File: src/rtl/tcsp_defines.svh
// Register map, field positions, reset values and counts of the shared-prescaler timer.
`ifndef TCSP_DEFINES_SVH
`define TCSP_DEFINES_SVH

// ********************************************************************
// Register indices (byte address is four times the index).
// ********************************************************************
`define TCSP_IDX_COUNT 10'h001
`define TCSP_IDX_OPTION 10'h081
`define TCSP_IDX_INTCTL 10'h00B

// ********************************************************************
// Reset values.
// ********************************************************************
`define TCSP_COUNT_RESET 8'h00
`define TCSP_OPTION_RESET 8'hFF
`define TCSP_INTCTL_RESET 8'h00
`define TCSP_PRESC_CLEAR 8'h00
`define TCSP_SRC_PREV_RESET 1'b1

// ********************************************************************
// Field positions.
// ********************************************************************
`define TCSP_OPT_RATIO_HI 2
`define TCSP_OPT_RATIO_LO 0
`define TCSP_OPT_ASSIGN_BIT 3
`define TCSP_OPT_EDGE_BIT 4
`define TCSP_OPT_SOURCE_BIT 5
`define TCSP_INT_FLAG_BIT 2
`define TCSP_INT_ENABLE_BIT 5
`define TCSP_SEL_LOW_LANE 0

// ********************************************************************
// Counts and special values.
// ********************************************************************
`define TCSP_INHIBIT_CYCLES 2'h2
`define TCSP_INHIBIT_NONE 2'h0
`define TCSP_INHIBIT_STEP 2'h1
`define TCSP_COUNT_MAX 8'hFF
`define TCSP_COUNT_STEP 8'h01
`define TCSP_RATIO_UNSCALED 3'h0
`define TCSP_RATIO_STEP 3'h1
`define TCSP_READ_ZERO 32'h0000_0000

`endif

File: src/rtl/tcsp_pkg.sv
// Types shared by the shared-prescaler timer modules.
package tcsp_pkg;

   // ********************************************************************
   // Clock source and prescaler owner encodings of the option register.
   // ********************************************************************
   typedef enum logic {
      TCSP_SRC_CYCLE = 1'b0,
      TCSP_SRC_PIN = 1'b1
   } tcsp_src_t;

   typedef enum logic {
      TCSP_OWNER_TIMER = 1'b0,
      TCSP_OWNER_WATCHDOG = 1'b1
   } tcsp_owner_t;

endpackage

File: src/rtl/tcsp_sync.sv
// Three-stage synchroniser that accepts a pin change once the last two stages agree.
`timescale 1ns/10ps
module tcsp_sync (
   input wire logic clk_in,
   input wire logic rst_in,
   input wire logic ce_in,
   input wire logic d_in,
   output logic q_out
);

   logic s1_reg;
   logic s2_reg;
   logic s3_reg;

   // ********************************************************************
   // Shift chain; only the second stage looks at the first.
   // ********************************************************************
   always_ff @(posedge clk_in) begin
      if (rst_in) begin
         s1_reg <= 1'b0;
         s2_reg <= 1'b0;
         s3_reg <= 1'b0;
      end else if (ce_in) begin
         s1_reg <= d_in;
         s2_reg <= s1_reg;
         s3_reg <= s2_reg;
      end
   end

   // Accept a level only when two settled stages agree, which rejects a late-resolving sample.
   always_ff @(posedge clk_in) begin
      if (rst_in) begin
         q_out <= 1'b0;
      end else if (ce_in && (s2_reg == s3_reg)) begin
         q_out <= s3_reg;
      end
   end

endmodule

File: src/rtl/tcsp_prescaler.sv
// Divider counter shared between the timer and the watchdog; not visible to software.
`timescale 1ns/10ps
`include "tcsp_defines.svh"
module tcsp_prescaler #(
   parameter int WIDTH = 8
) (
   input wire logic clk_in,
   input wire logic rst_in,
   input wire logic ce_in,
   input wire logic clear_in,
   input wire logic tick_in,
   output logic [WIDTH-1:0] count_out
);

   // ********************************************************************
   // Binary divider: each bit is a square wave at half the rate of the bit below.
   // ********************************************************************
   // A clear wins over a tick so the divider restarts from a known phase.
   always_ff @(posedge clk_in) begin
      if (rst_in) begin
         count_out <= WIDTH'(`TCSP_PRESC_CLEAR);
      end else if (ce_in) begin
         if (clear_in) begin
            count_out <= WIDTH'(`TCSP_PRESC_CLEAR);
         end else if (tick_in) begin
            count_out <= count_out + WIDTH'(1);
         end
      end
   end

endmodule

File: src/rtl/tcsp_top.sv
// Eight-bit timer/counter with a prescaler shared with the watchdog, on a Wishbone slave.
//
// The Wishbone slave port is this design's own decision.
`timescale 1ns/10ps
`include "tcsp_defines.svh"
module tcsp_top #(
   parameter int ADR_W = 10,
   parameter int PRESC_W = 8
) (
   input wire logic CLK_IN,
   input wire logic RST_IN,
   input wire logic CE_IN,
   input wire logic WB_CYC_IN,
   input wire logic WB_STB_IN,
   input wire logic WB_WE_IN,
   input wire logic [ADR_W+1:2] WB_ADR_IN,
   input wire logic [3:0] WB_SEL_IN,
   input wire logic [31:0] WB_DAT_IN,
   output logic [31:0] WB_DAT_OUT,
   output logic WB_ACK_OUT,
   input wire logic EXT_COUNT_PIN_IN,
   input wire logic SLEEP_IN,
   input wire logic WATCHDOG_TICK_IN,
   input wire logic WATCHDOG_CLEAR_INSTR_IN,
   output logic WATCHDOG_TIMEOUT_OUT,
   output logic OVERFLOW_IRQ_OUT
);

   // ********************************************************************
   // Declarations.
   // ********************************************************************
   logic [7:0] count_reg;
   logic [7:0] option_reg;
   logic [7:0] intctl_reg;
   logic [7:0] intctl_next;
   logic [1:0] inhibit_reg;
   logic ack_reg;
   logic [31:0] rdata_reg;
   logic pin_level;
   logic src_level;
   logic src_prev_reg;
   logic src_rise;
   logic [PRESC_W-1:0] presc_cnt;
   logic presc_tick;
   logic presc_clear;
   logic [2:0] ratio;
   logic [2:0] tap_idx;
   logic tap_level;
   logic tap_prev_reg;
   logic tap_rise;
   logic wdt_pulse;
   logic wdt_pulse_reg;
   logic timer_evt;
   logic inc;
   logic overflow_set;
   logic req;
   logic wr_commit;
   logic wr_count;
   logic wr_option;
   logic wr_intctl;
   tcsp_pkg::tcsp_src_t src_sel;
   tcsp_pkg::tcsp_owner_t owner;

   // ********************************************************************
   // Helper functions.
   // ********************************************************************
   // Picks one bit of the prescaler; shared by the timer and watchdog taps.
   function automatic logic tcsp_tap(input logic [PRESC_W-1:0] cnt, input logic [2:0] idx);
      tcsp_tap = cnt[idx];
   endfunction

   // Matches a word index against one register index.
   function automatic logic tcsp_hit(input logic [ADR_W-1:0] adr, input logic [9:0] idx);
      tcsp_hit = (adr == ADR_W'(idx));
   endfunction

   // ********************************************************************
   // Option field decode.
   // ********************************************************************
   // Field decode of the option register into the block's steering signals.
   assign ratio = option_reg[`TCSP_OPT_RATIO_HI:`TCSP_OPT_RATIO_LO];
   assign src_sel = tcsp_pkg::tcsp_src_t'(option_reg[`TCSP_OPT_SOURCE_BIT]);
   assign owner = tcsp_pkg::tcsp_owner_t'(option_reg[`TCSP_OPT_ASSIGN_BIT]);

   // ********************************************************************
   // Wishbone classic slave.
   // ********************************************************************
   // A request is new while ack has not yet been given for it.
   assign req = WB_CYC_IN && WB_STB_IN && !ack_reg;
   // Writes land at the edge where the master samples ack, so a held request writes once.
   assign wr_commit = ack_reg && WB_CYC_IN && WB_STB_IN && WB_WE_IN
                      && WB_SEL_IN[`TCSP_SEL_LOW_LANE];
   assign wr_count = wr_commit && tcsp_hit(WB_ADR_IN, `TCSP_IDX_COUNT);
   assign wr_option = wr_commit && tcsp_hit(WB_ADR_IN, `TCSP_IDX_OPTION);
   assign wr_intctl = wr_commit && tcsp_hit(WB_ADR_IN, `TCSP_IDX_INTCTL);

   // Ack follows each request by one cycle and drops in the cycle after.
   always_ff @(posedge CLK_IN) begin
      if (RST_IN) begin
         ack_reg <= 1'b0;
      end else if (CE_IN) begin
         ack_reg <= req;
      end
   end

   // Read data is captured with the request; unmapped words read as zero.
   always_ff @(posedge CLK_IN) begin
      if (RST_IN) begin
         rdata_reg <= `TCSP_READ_ZERO;
      end else if (CE_IN && req) begin
         if (tcsp_hit(WB_ADR_IN, `TCSP_IDX_COUNT)) begin
            rdata_reg <= {24'h000000, count_reg};
         end else if (tcsp_hit(WB_ADR_IN, `TCSP_IDX_OPTION)) begin
            rdata_reg <= {24'h000000, option_reg};
         end else if (tcsp_hit(WB_ADR_IN, `TCSP_IDX_INTCTL)) begin
            rdata_reg <= {24'h000000, intctl_reg};
         end else begin
            rdata_reg <= `TCSP_READ_ZERO;
         end
      end
   end

   assign WB_ACK_OUT = ack_reg;
   assign WB_DAT_OUT = rdata_reg;

   // ********************************************************************
   // Configuration registers.
   // ********************************************************************
   // Option register; the two top bits are plain storage for neighbouring functions.
   always_ff @(posedge CLK_IN) begin
      if (RST_IN) begin
         option_reg <= `TCSP_OPTION_RESET;
      end else if (CE_IN && wr_option) begin
         option_reg <= WB_DAT_IN[7:0];
      end
   end

   // The overflow flag is set by hardware and only software clears it; a set wins a clear.
   always_comb begin
      intctl_next = intctl_reg;
      if (wr_intctl) begin
         intctl_next = WB_DAT_IN[7:0];
      end
      if (overflow_set) begin
         intctl_next[`TCSP_INT_FLAG_BIT] = 1'b1;
      end
   end

   always_ff @(posedge CLK_IN) begin
      if (RST_IN) begin
         intctl_reg <= `TCSP_INTCTL_RESET;
      end else if (CE_IN) begin
         intctl_reg <= intctl_next;
      end
   end

   // The interrupt is a level that follows the flag through its mask.
   assign OVERFLOW_IRQ_OUT = intctl_reg[`TCSP_INT_FLAG_BIT]
                             && intctl_reg[`TCSP_INT_ENABLE_BIT];

   // ********************************************************************
   // External count pin.
   // ********************************************************************
   tcsp_sync u_pin_sync (
      .clk_in(CLK_IN),
      .rst_in(RST_IN),
      .ce_in(CE_IN),
      .d_in(EXT_COUNT_PIN_IN),
      .q_out(pin_level)
   );

   // Inverting the level turns a falling pin edge into a rising one.
   assign src_level = pin_level ^ option_reg[`TCSP_OPT_EDGE_BIT];
   assign src_rise = src_level && !src_prev_reg;

   always_ff @(posedge CLK_IN) begin
      if (RST_IN) begin
         src_prev_reg <= `TCSP_SRC_PREV_RESET; // Reset option inverts an idle low pin to high.
      end else if (CE_IN) begin
         src_prev_reg <= src_level;
      end
   end

   // ********************************************************************
   // Shared prescaler.
   // ********************************************************************
   // The owner feeds the divider; the timer's feed stops during sleep, the watchdog's does not.
   always_comb begin
      if (owner == tcsp_pkg::TCSP_OWNER_WATCHDOG) begin
         presc_tick = WATCHDOG_TICK_IN;
      end else if (SLEEP_IN) begin
         presc_tick = 1'b0;
      end else if (src_sel == tcsp_pkg::TCSP_SRC_PIN) begin
         presc_tick = src_rise;
      end else begin
         presc_tick = 1'b1;
      end
   end

   // Each owner clears the divider through its own clearing action only.
   assign presc_clear = (wr_count && owner == tcsp_pkg::TCSP_OWNER_TIMER)
                        || (WATCHDOG_CLEAR_INSTR_IN
                            && owner == tcsp_pkg::TCSP_OWNER_WATCHDOG);

   tcsp_prescaler #(
      .WIDTH(PRESC_W)
   ) u_prescaler (
      .clk_in(CLK_IN),
      .rst_in(RST_IN),
      .ce_in(CE_IN),
      .clear_in(presc_clear),
      .tick_in(presc_tick),
      .count_out(presc_cnt)
   );

   // Timer ratio r takes bit r (1:2 at 000); the watchdog is one octave finer (1:1 at 000).
   assign tap_idx = (owner == tcsp_pkg::TCSP_OWNER_WATCHDOG) ? (ratio - `TCSP_RATIO_STEP)
                                                             : ratio;
   assign tap_level = tcsp_tap(presc_cnt, tap_idx);
   // Edge sampling of the prescaler output turns each rise of the tapped bit into a one-cycle event.
   assign tap_rise = tap_level && !tap_prev_reg;

   // A cleared divider brings the tap low, so no false edge follows a clear.
   always_ff @(posedge CLK_IN) begin
      if (RST_IN) begin
         tap_prev_reg <= 1'b0;
      end else if (CE_IN) begin
         tap_prev_reg <= tap_level;
      end
   end

   // ********************************************************************
   // Watchdog postscaler output.
   // ********************************************************************
   // Without the prescaler, or at ratio 1:1, the watchdog tick passes straight through.
   always_comb begin
      if (owner == tcsp_pkg::TCSP_OWNER_TIMER) begin
         wdt_pulse = WATCHDOG_TICK_IN;
      end else if (ratio == `TCSP_RATIO_UNSCALED) begin
         wdt_pulse = WATCHDOG_TICK_IN;
      end else begin
         wdt_pulse = tap_rise;
      end
   end

   always_ff @(posedge CLK_IN) begin
      if (RST_IN) begin
         wdt_pulse_reg <= 1'b0;
      end else if (CE_IN) begin
         wdt_pulse_reg <= wdt_pulse;
      end
   end

   assign WATCHDOG_TIMEOUT_OUT = wdt_pulse_reg;

   // ********************************************************************
   // Timer count.
   // ********************************************************************
   // Unscaled timer counts every cycle or every selected pin edge; scaled counts tap edges.
   always_comb begin
      if (owner == tcsp_pkg::TCSP_OWNER_TIMER) begin
         timer_evt = tap_rise;
      end else if (src_sel == tcsp_pkg::TCSP_SRC_PIN) begin
         timer_evt = src_rise;
      end else begin
         timer_evt = 1'b1;
      end
   end

   // Sleep and the post-write window both hold the count.
   assign inc = timer_evt && !SLEEP_IN && (inhibit_reg == `TCSP_INHIBIT_NONE)
                && !wr_count;
   assign overflow_set = inc && (count_reg == `TCSP_COUNT_MAX);

   // A write arms the two-cycle hold; software compensates by writing an adjusted value.
   always_ff @(posedge CLK_IN) begin
      if (RST_IN) begin
         inhibit_reg <= `TCSP_INHIBIT_NONE;
      end else if (CE_IN) begin
         if (wr_count) begin
            inhibit_reg <= `TCSP_INHIBIT_CYCLES;
         end else if (inhibit_reg != `TCSP_INHIBIT_NONE) begin
            inhibit_reg <= inhibit_reg - `TCSP_INHIBIT_STEP;
         end
      end
   end

   always_ff @(posedge CLK_IN) begin
      if (RST_IN) begin
         count_reg <= `TCSP_COUNT_RESET;
      end else if (CE_IN) begin
         if (wr_count) begin
            count_reg <= WB_DAT_IN[7:0];
         end else if (inc) begin
            count_reg <= count_reg + `TCSP_COUNT_STEP;
         end
      end
   end
endmodule

File: config.mk
export PLATFORM = sky130hd
export DESIGN_NAME = tcsp_top
export DESIGN_NICKNAME = d
export VERILOG_FILES = /design/src/rtl/tcsp_pkg.sv /design/src/rtl/tcsp_sync.sv /design/src/rtl/tcsp_prescaler.sv /design/src/rtl/tcsp_top.sv
export VERILOG_INCLUDE_DIRS = /design/src /design/src/rtl
export SDC_FILE = /design/constraint.sdc
export NUM_CORES = 1
export LEC_CHECK = 0
export BUFFER_PORTS_ARGS = -buffer_cell sky130_fd_sc_hd__buf_2
export CAP_MARGIN = 40
export CORE_ASPECT_RATIO = 1.5
export CORE_MARGIN = 1
export CORE_UTILIZATION = 51
export DETAILED_ROUTE_END_ITERATION = 10
export MAX_ROUTING_LAYER = met4
export PLACE_DENSITY = 0.79
export SLEW_MARGIN = 25
export SYNTH_ARGS = -nofsm -noshare
export SYNTH_HDL_FRONTEND = slang
export SYNTH_SLANG_ARGS = --single-unit
File: constraint.sdc
create_clock -name CLK_IN -period 3.05 [get_ports CLK_IN]
set_clock_uncertainty 0.05 [all_clocks]
set_input_delay 0.305 -clock CLK_IN [delete_from_list [all_inputs] [get_ports CLK_IN]]
set_output_delay 0.305 -clock CLK_IN [all_outputs]
set_load 0.05 [all_outputs]
Word-level counts from Yosys, hierarchy flattened
Cells that the tools add are included.
- register bits after elaboration: 74
- latch bits: 0
- bits in writable memories: 0
- bits in read-only memories: 0
- input port bits: 56
- output and inout bits: 35
- logic and storage cells: 86
- memories: 0
- $add $sub $neg: 4
- $mul: 0
- div/mod/pow operators: 0
- order comparisons: 1
- eq/ne operators: 5
- shift operators: 0
- multiplexer cells: 20
- bitwise logic cells: 2
- reduce and logical (&&, ||, !) cells: 39
- operators with widths (operator ; count):
    8-bit two-way mux ; 7
    1-bit logical AND ; 21
    8-bit by 1-bit adder with 8-bit output (second input constant) ; 2
    10-bit by 1-bit == test with 1-bit output (second input constant) ; 1
    10-bit by 4-bit == test with 1-bit output (second input constant) ; 1
    10-bit by 8-bit == test with 1-bit output (second input constant) ; 1
    2-bit AND reduction ; 5
    2-bit nonzero test ; 5
    8-bit == test (second input constant) ; 1
    1-bit two-way mux ; 8
    3-bit two-way mux ; 2
    1-bit logical NOT ; 5
    3-bit by 4-bit less-than comparator with 1-bit output (second input constant) ; 1
    2-bit two-way mux ; 2
    1-bit binary-select mux with 3-bit select ; 1
    3-bit logical NOT ; 1
    3-bit by 1-bit subtractor with 3-bit output (second input constant) ; 1
    2-bit logical NOT ; 1
    2-bit by 1-bit subtractor with 2-bit output (second input constant) ; 1
    1-bit == test ; 1
    1-bit logical OR ; 1
    1-bit NOT ; 1
    1-bit bitwise XOR ; 1

Longest topological paths before layout
- word-level depth: 12
- gate-level depth with buffers: 8
- mapped depth without buffers: 8

Cells and area by module
From an unflattened synthesis, not the netlist that was laid out.
- cell total of the unflattened synthesis: 320
- area, all modules: 2826.5 sq um
- modules (own cells, without submodules) (module ; times used ; cells each ; area an instance (sq um) ; sequential area each (sq um)):
    tcsp_top ; 1 ; 261 ; 2267.2 ; 760.7
    tcsp_prescaler ; 1 ; 43 ; 387.9 ; 160.2
    tcsp_sync ; 1 ; 16 ; 171.4 ; 80.1

Worst setup path before layout
OpenSTA, ideal clock, no wires.
- path kind: register to register
- from: register option_reg[0]
- to: register count_reg[1]
- library setup time: 0.122 ns
- arrival time: 2.230 ns
- required time: 2.878 ns
- setup slack: 0.648 ns
- stages on the path, launching flop included: 8
- path buffers: 0
- clock period less this slack: 2.402 ns
- cell sequence: dfxtp_1 inv_1 ha_1 mux2_4 a221o_1 o22a_2 and3_4 o311a_1
- cells in the longest elaborated chain, start to end: 11
- RTL lines (element ; RTL line ; text):
    start, declared ; tcsp_top.sv:33 ; logic [7:0] option_reg;
    start signal, assigned ; tcsp_top.sv:132 ; option_reg <= `TCSP_OPTION_RESET;
    start signal, assigned ; tcsp_top.sv:134 ; option_reg <= WB_DAT_IN[7:0];
    3-bit by 1-bit subtractor with 3-bit output (no source line) ; -- ;
    3-bit two-way mux * ; tcsp_top.sv:217 ; assign tap_idx = (owner == tcsp_pkg::TCSP_OWNER_WATCHDOG) ? (ratio - `TCSP_RATIO_STEP)
    1-bit binary-select mux with 3-bit select * ; tcsp_top.sv:69 ; tcsp_tap = cnt[idx];
    1-bit two-way mux (implied by the code) * ; tcsp_top.sv:69 ;
    1-bit logical AND * ; tcsp_top.sv:221 ; assign tap_rise = tap_level && !tap_prev_reg;
    1-bit two-way mux * ; tcsp_top.sv:261 ; if (owner == tcsp_pkg::TCSP_OWNER_TIMER) begin
    1-bit logical AND * (3 in a row) ; tcsp_top.sv:271 ; assign inc = timer_evt && !SLEEP_IN && (inhibit_reg == `TCSP_INHIBIT_NONE)
    2-bit nonzero test (no source line) * ; -- ;
    2-bit AND reduction (no source line) * ; -- ;
    end signal, assigned ; tcsp_top.sv:290 ; count_reg <= `TCSP_COUNT_RESET;
    end signal, assigned ; tcsp_top.sv:293 ; count_reg <= WB_DAT_IN[7:0];
    end signal, assigned ; tcsp_top.sv:295 ; count_reg <= count_reg + `TCSP_COUNT_STEP;
    end, declared ; tcsp_top.sv:32 ; logic [7:0] count_reg;
Mark *: on every way between the ends. The rest lies on a longest branch, timed or not. The select of a mux whose other input is x is not followed.
A chain may end at the register's enable or synchronous reset.

Worst setup path after layout
- from: register option_reg[0]
- to: register count_reg[2]
Same word-level chain as after synthesis.

==> results.sh <==
export IMPL_status="completed"
export IMPL_r2r_end="count_reg[2]"
export IMPL_clk_insertion_delay_late_ns=0.30
export IMPL_gp_congestion=0.9117
export IMPL_antenna_cells=0
export IMPL_hold_buffers=0
export IMPL_finalHoldViolCount=0
export IMPL_instances_no_fill=455
export IMPL_regArea_um2=1001
export IMPL_rsz0062_at_grt="false"
export IMPL_synth_top_area_cell="dfxtp_1"
export IMPL_start_util=0.5281
export IMPL_p_leak_uw=0.001297
export IMPL_postSynthCellCount=347
export IMPL_coreArea_um2=5492
export IMPL_drtIter0Drc=156
export IMPL_synth_top_area_share=0.3451
export IMPL_layout_nets=445
export IMPL_post_cts_resized=0
export IMPL_synthMuxAreaShare=0.04012
export IMPL_crit_required_ns=3.17
export IMPL_synth_top_family_by_area="simple AND/OR/NAND/NOR gates"
export IMPL_drc=0
export IMPL_syn_area_um2=2900
export IMPL_timing_final_crit_share=0.8893
export IMPL_fin_ws_ns=0.3376
export IMPL_postRouteAntennaNets=0
export IMPL_grt_pass1_wl_um=10890
export IMPL_htree_levels=2
export IMPL_start_kind="flop"
export IMPL_vias=2679
export IMPL_track_usage=0.2395
export IMPL_setup_violations=0
export IMPL_power_density_nw_per_um2=397.8
export IMPL_path_class="flop to flop"
export IMPL_std_cell_rows=33
export IMPL_reg2reg_depth=8
export IMPL_ir_worst_vdd_uv=265.6
export IMPL_regToRegStartpoint="option_reg[0]"
export IMPL_synthFlopType="dfxtp_1"
export IMPL_max_cap_violations=0
export IMPL_hp_class="input port to flop"
export IMPL_ios=91
export IMPL_die_x_um=63.57
export IMPL_n_fill_cell=521
export IMPL_reg2reg_slack_ns=0.34
export IMPL_layout_drive_gt1_share=0.1714
export IMPL_clk_pin_slew_ns=0.09
export IMPL_synth_compound_area_frac=0.2204
export IMPL_ctsRootBufferMaster="clkbuf_8"
export IMPL_ys_warn_count=0
export IMPL_min_period_ns=2.712
export IMPL_layout_area_overhead_vs_synth_pct=9.059
export IMPL_grt_overflow=0
export IMPL_placed_cells=447
export IMPL_yosys_top_cells_area="dfxtp_1 (35%), buf_4 (6.5%), nand2_1 (4.5%), a21oi_1 (4.1%), nor2_1 (4.1%)"
export IMPL_numCtsBuffers=5
export IMPL_async_flop_share=0
export IMPL_dp_hpwl_um=4926
export IMPL_synth_fa_ha_area_frac=0.02157
export IMPL_cts_tree="yes"
export IMPL_totalWireLength_um=6837
export IMPL_drt_pass1_iter_count=5
export IMPL_io_buffers=39
export IMPL_slew_headroom=0.5509
export IMPL_synth_edf_count=0
export IMPL_maxSlewViolCount=0
export IMPL_yosys_area_share_xor_xnor=0.02416
export IMPL_hp_start="WB_DAT_IN[6]"
export IMPL_grt_max_degree=35
export IMPL_seq_area_frac_synth=0.3451
export IMPL_cp_max_fo=8
export IMPL_syn_mean_instance_area_um2=8.358
export IMPL_hold_ws_ns=0.1993
export IMPL_yosys_area_share_simple=0.2429
export IMPL_worst_pin_slew_ns=0.6737
export IMPL_cp_end_kind="flop"
export IMPL_clock_sinks=50
export IMPL_die_area_um2=5998
export IMPL_arrival_ns=2.83
export IMPL_ys_types=66
export IMPL_avgRoutedWirePerCell_um=15.03
export IMPL_setup_tns_ns=0
export IMPL_hold_end="option_reg[6]"
export IMPL_die_h_um=94.36
export IMPL_multi_input_area_um2=1683
export IMPL_synth_seq_cells=50
export IMPL_via_per_inst=5.888
export IMPL_whs_path_depth=3
export IMPL_antenna_found_initial=0
export IMPL_clock_fmax_ghz=0.3687
export IMPL_post_cts_setup_buffers=0
export IMPL_clk_path_buf_depth=2
export IMPL_grt_pass1_vias=2410
export IMPL_post_place_ws_ns=0.3715
==> cells in the mapped netlist (5+ instances only) <==
library cell / n
o32ai_1: 5
a211oi_1: 10
clkbuf_1: 7
nor2_1: 32
a21oi_1: 24
a222oi_1: 7
o21ai_0: 9
ha_1: 5
mux2i_1: 9
nand4_1: 5
nand3_1: 16
buf_4: 25
dfxtp_1: 50
buf_2: 8
and3_1: 9
nor3b_1: 5
inv_1: 8
nand2_1: 35
==> how the worst max path moves through the flow <==
| stage | startpoint | end | slack (ns) | cells after the start |
|---|---|---|---|---|
| floorplan | option_reg[0] | count_reg[1] | 0.65 | 7 |
| global placement | option_reg[0] | count_reg[7] | 0.43 | 8 |
| detailed placement | option_reg[0] | count_reg[5] | 0.37 | 8 |
| CTS | option_reg[0] | count_reg[5] | 0.36 | 8 |
| global route | option_reg[0] | count_reg[5] | 0.17 | 8 |
| finish | option_reg[0] | count_reg[2] | 0.34 | 8 |
==> cells by family (layout without fill, tap and decap cells) <==
logic type               after synthesis  count (layout)
AO/OA/AOI/OAI                         89              89
XOR/XNOR                               8               8
adder cells (fa/ha/maj)                5               5
buffers and inverters                 51              66
flip-flops                            50              50
multiplexers                          11              11
other                                  1              24
AND/OR/NAND/NOR                      132             132
==> area by class of cell <==
class | count | share of cell area
clock buffer | 7 | 0.02729
clock inverter | 1 | 0.001582
inverter | 10 | 0.01187
multi-input combinational | 269 | 0.5320
sequential | 50 | 0.3165
tap | 70 | 0.02769
timing repair buffer | 48 | 0.08307
==> per-layer routing <==
metal  routed length [µm]  track usage  up-vias
met1                 2645       0.2513     1242
met4                  307       0.1439        0
met3                  332      0.03140       25
met5                    0            -        -
li1                     -            -     1304
met2                 3551       0.4229      108
==> critical path, cell delays in order (launching register included) <==
cell,delay (ns)
dfxtp_1,0.48
inv_1,0.16
ha_1,0.42
mux2_4,0.32
a221o_1,0.35
o22a_2,0.26
and3_4,0.19
nor2_4,0.23
o32ai_1,0.13
==> layout by cell type (no fill, tap or decap), drive strengths merged, types with 2 or more instances in the layout <==
cell	count
nor3	5
buf	48
inv	9
xnor2	4
nor2b	2
o21ai	10
a211oi	10
nand4	5
a211o	3
a21oi	24
and2	3
ha	5
nor4	4
nor2	33
a221o	3
nor3b	5
nand4bb	2
xor2	4
nand3b	3
clkinv	2
mux2	2
o22ai	4
and3	10
o21a	4
mux2i	9
conb	24
a31oi	2
dfxtp	50
nand2	35
a222oi	7
clkbuf	7
o31ai	2
o211ai	3
o32ai	6
nand3	16
o22a	3
==> power by group <==
group	internal [µW]	switching, µW	total, µW
Sequential	665	9.27	674
Clock	183	212	396
Combinational	42.1	146	188
==> per-stage QoR <==
stage | utilization | total power [µW] | instance area, µm²
after floorplan | - | 853.9 | 2987
final | 0.5760 | 1258 | 3163
after detailed placement | 0.5594 | 876.6 | 3072
after global routing | 0.5760 | 1304 | 3163
after global placement | 0.5594 | 874.0 | 3072
after CTS | 0.5760 | 1264 | 3163
Power figures use the tool's default switching activity.
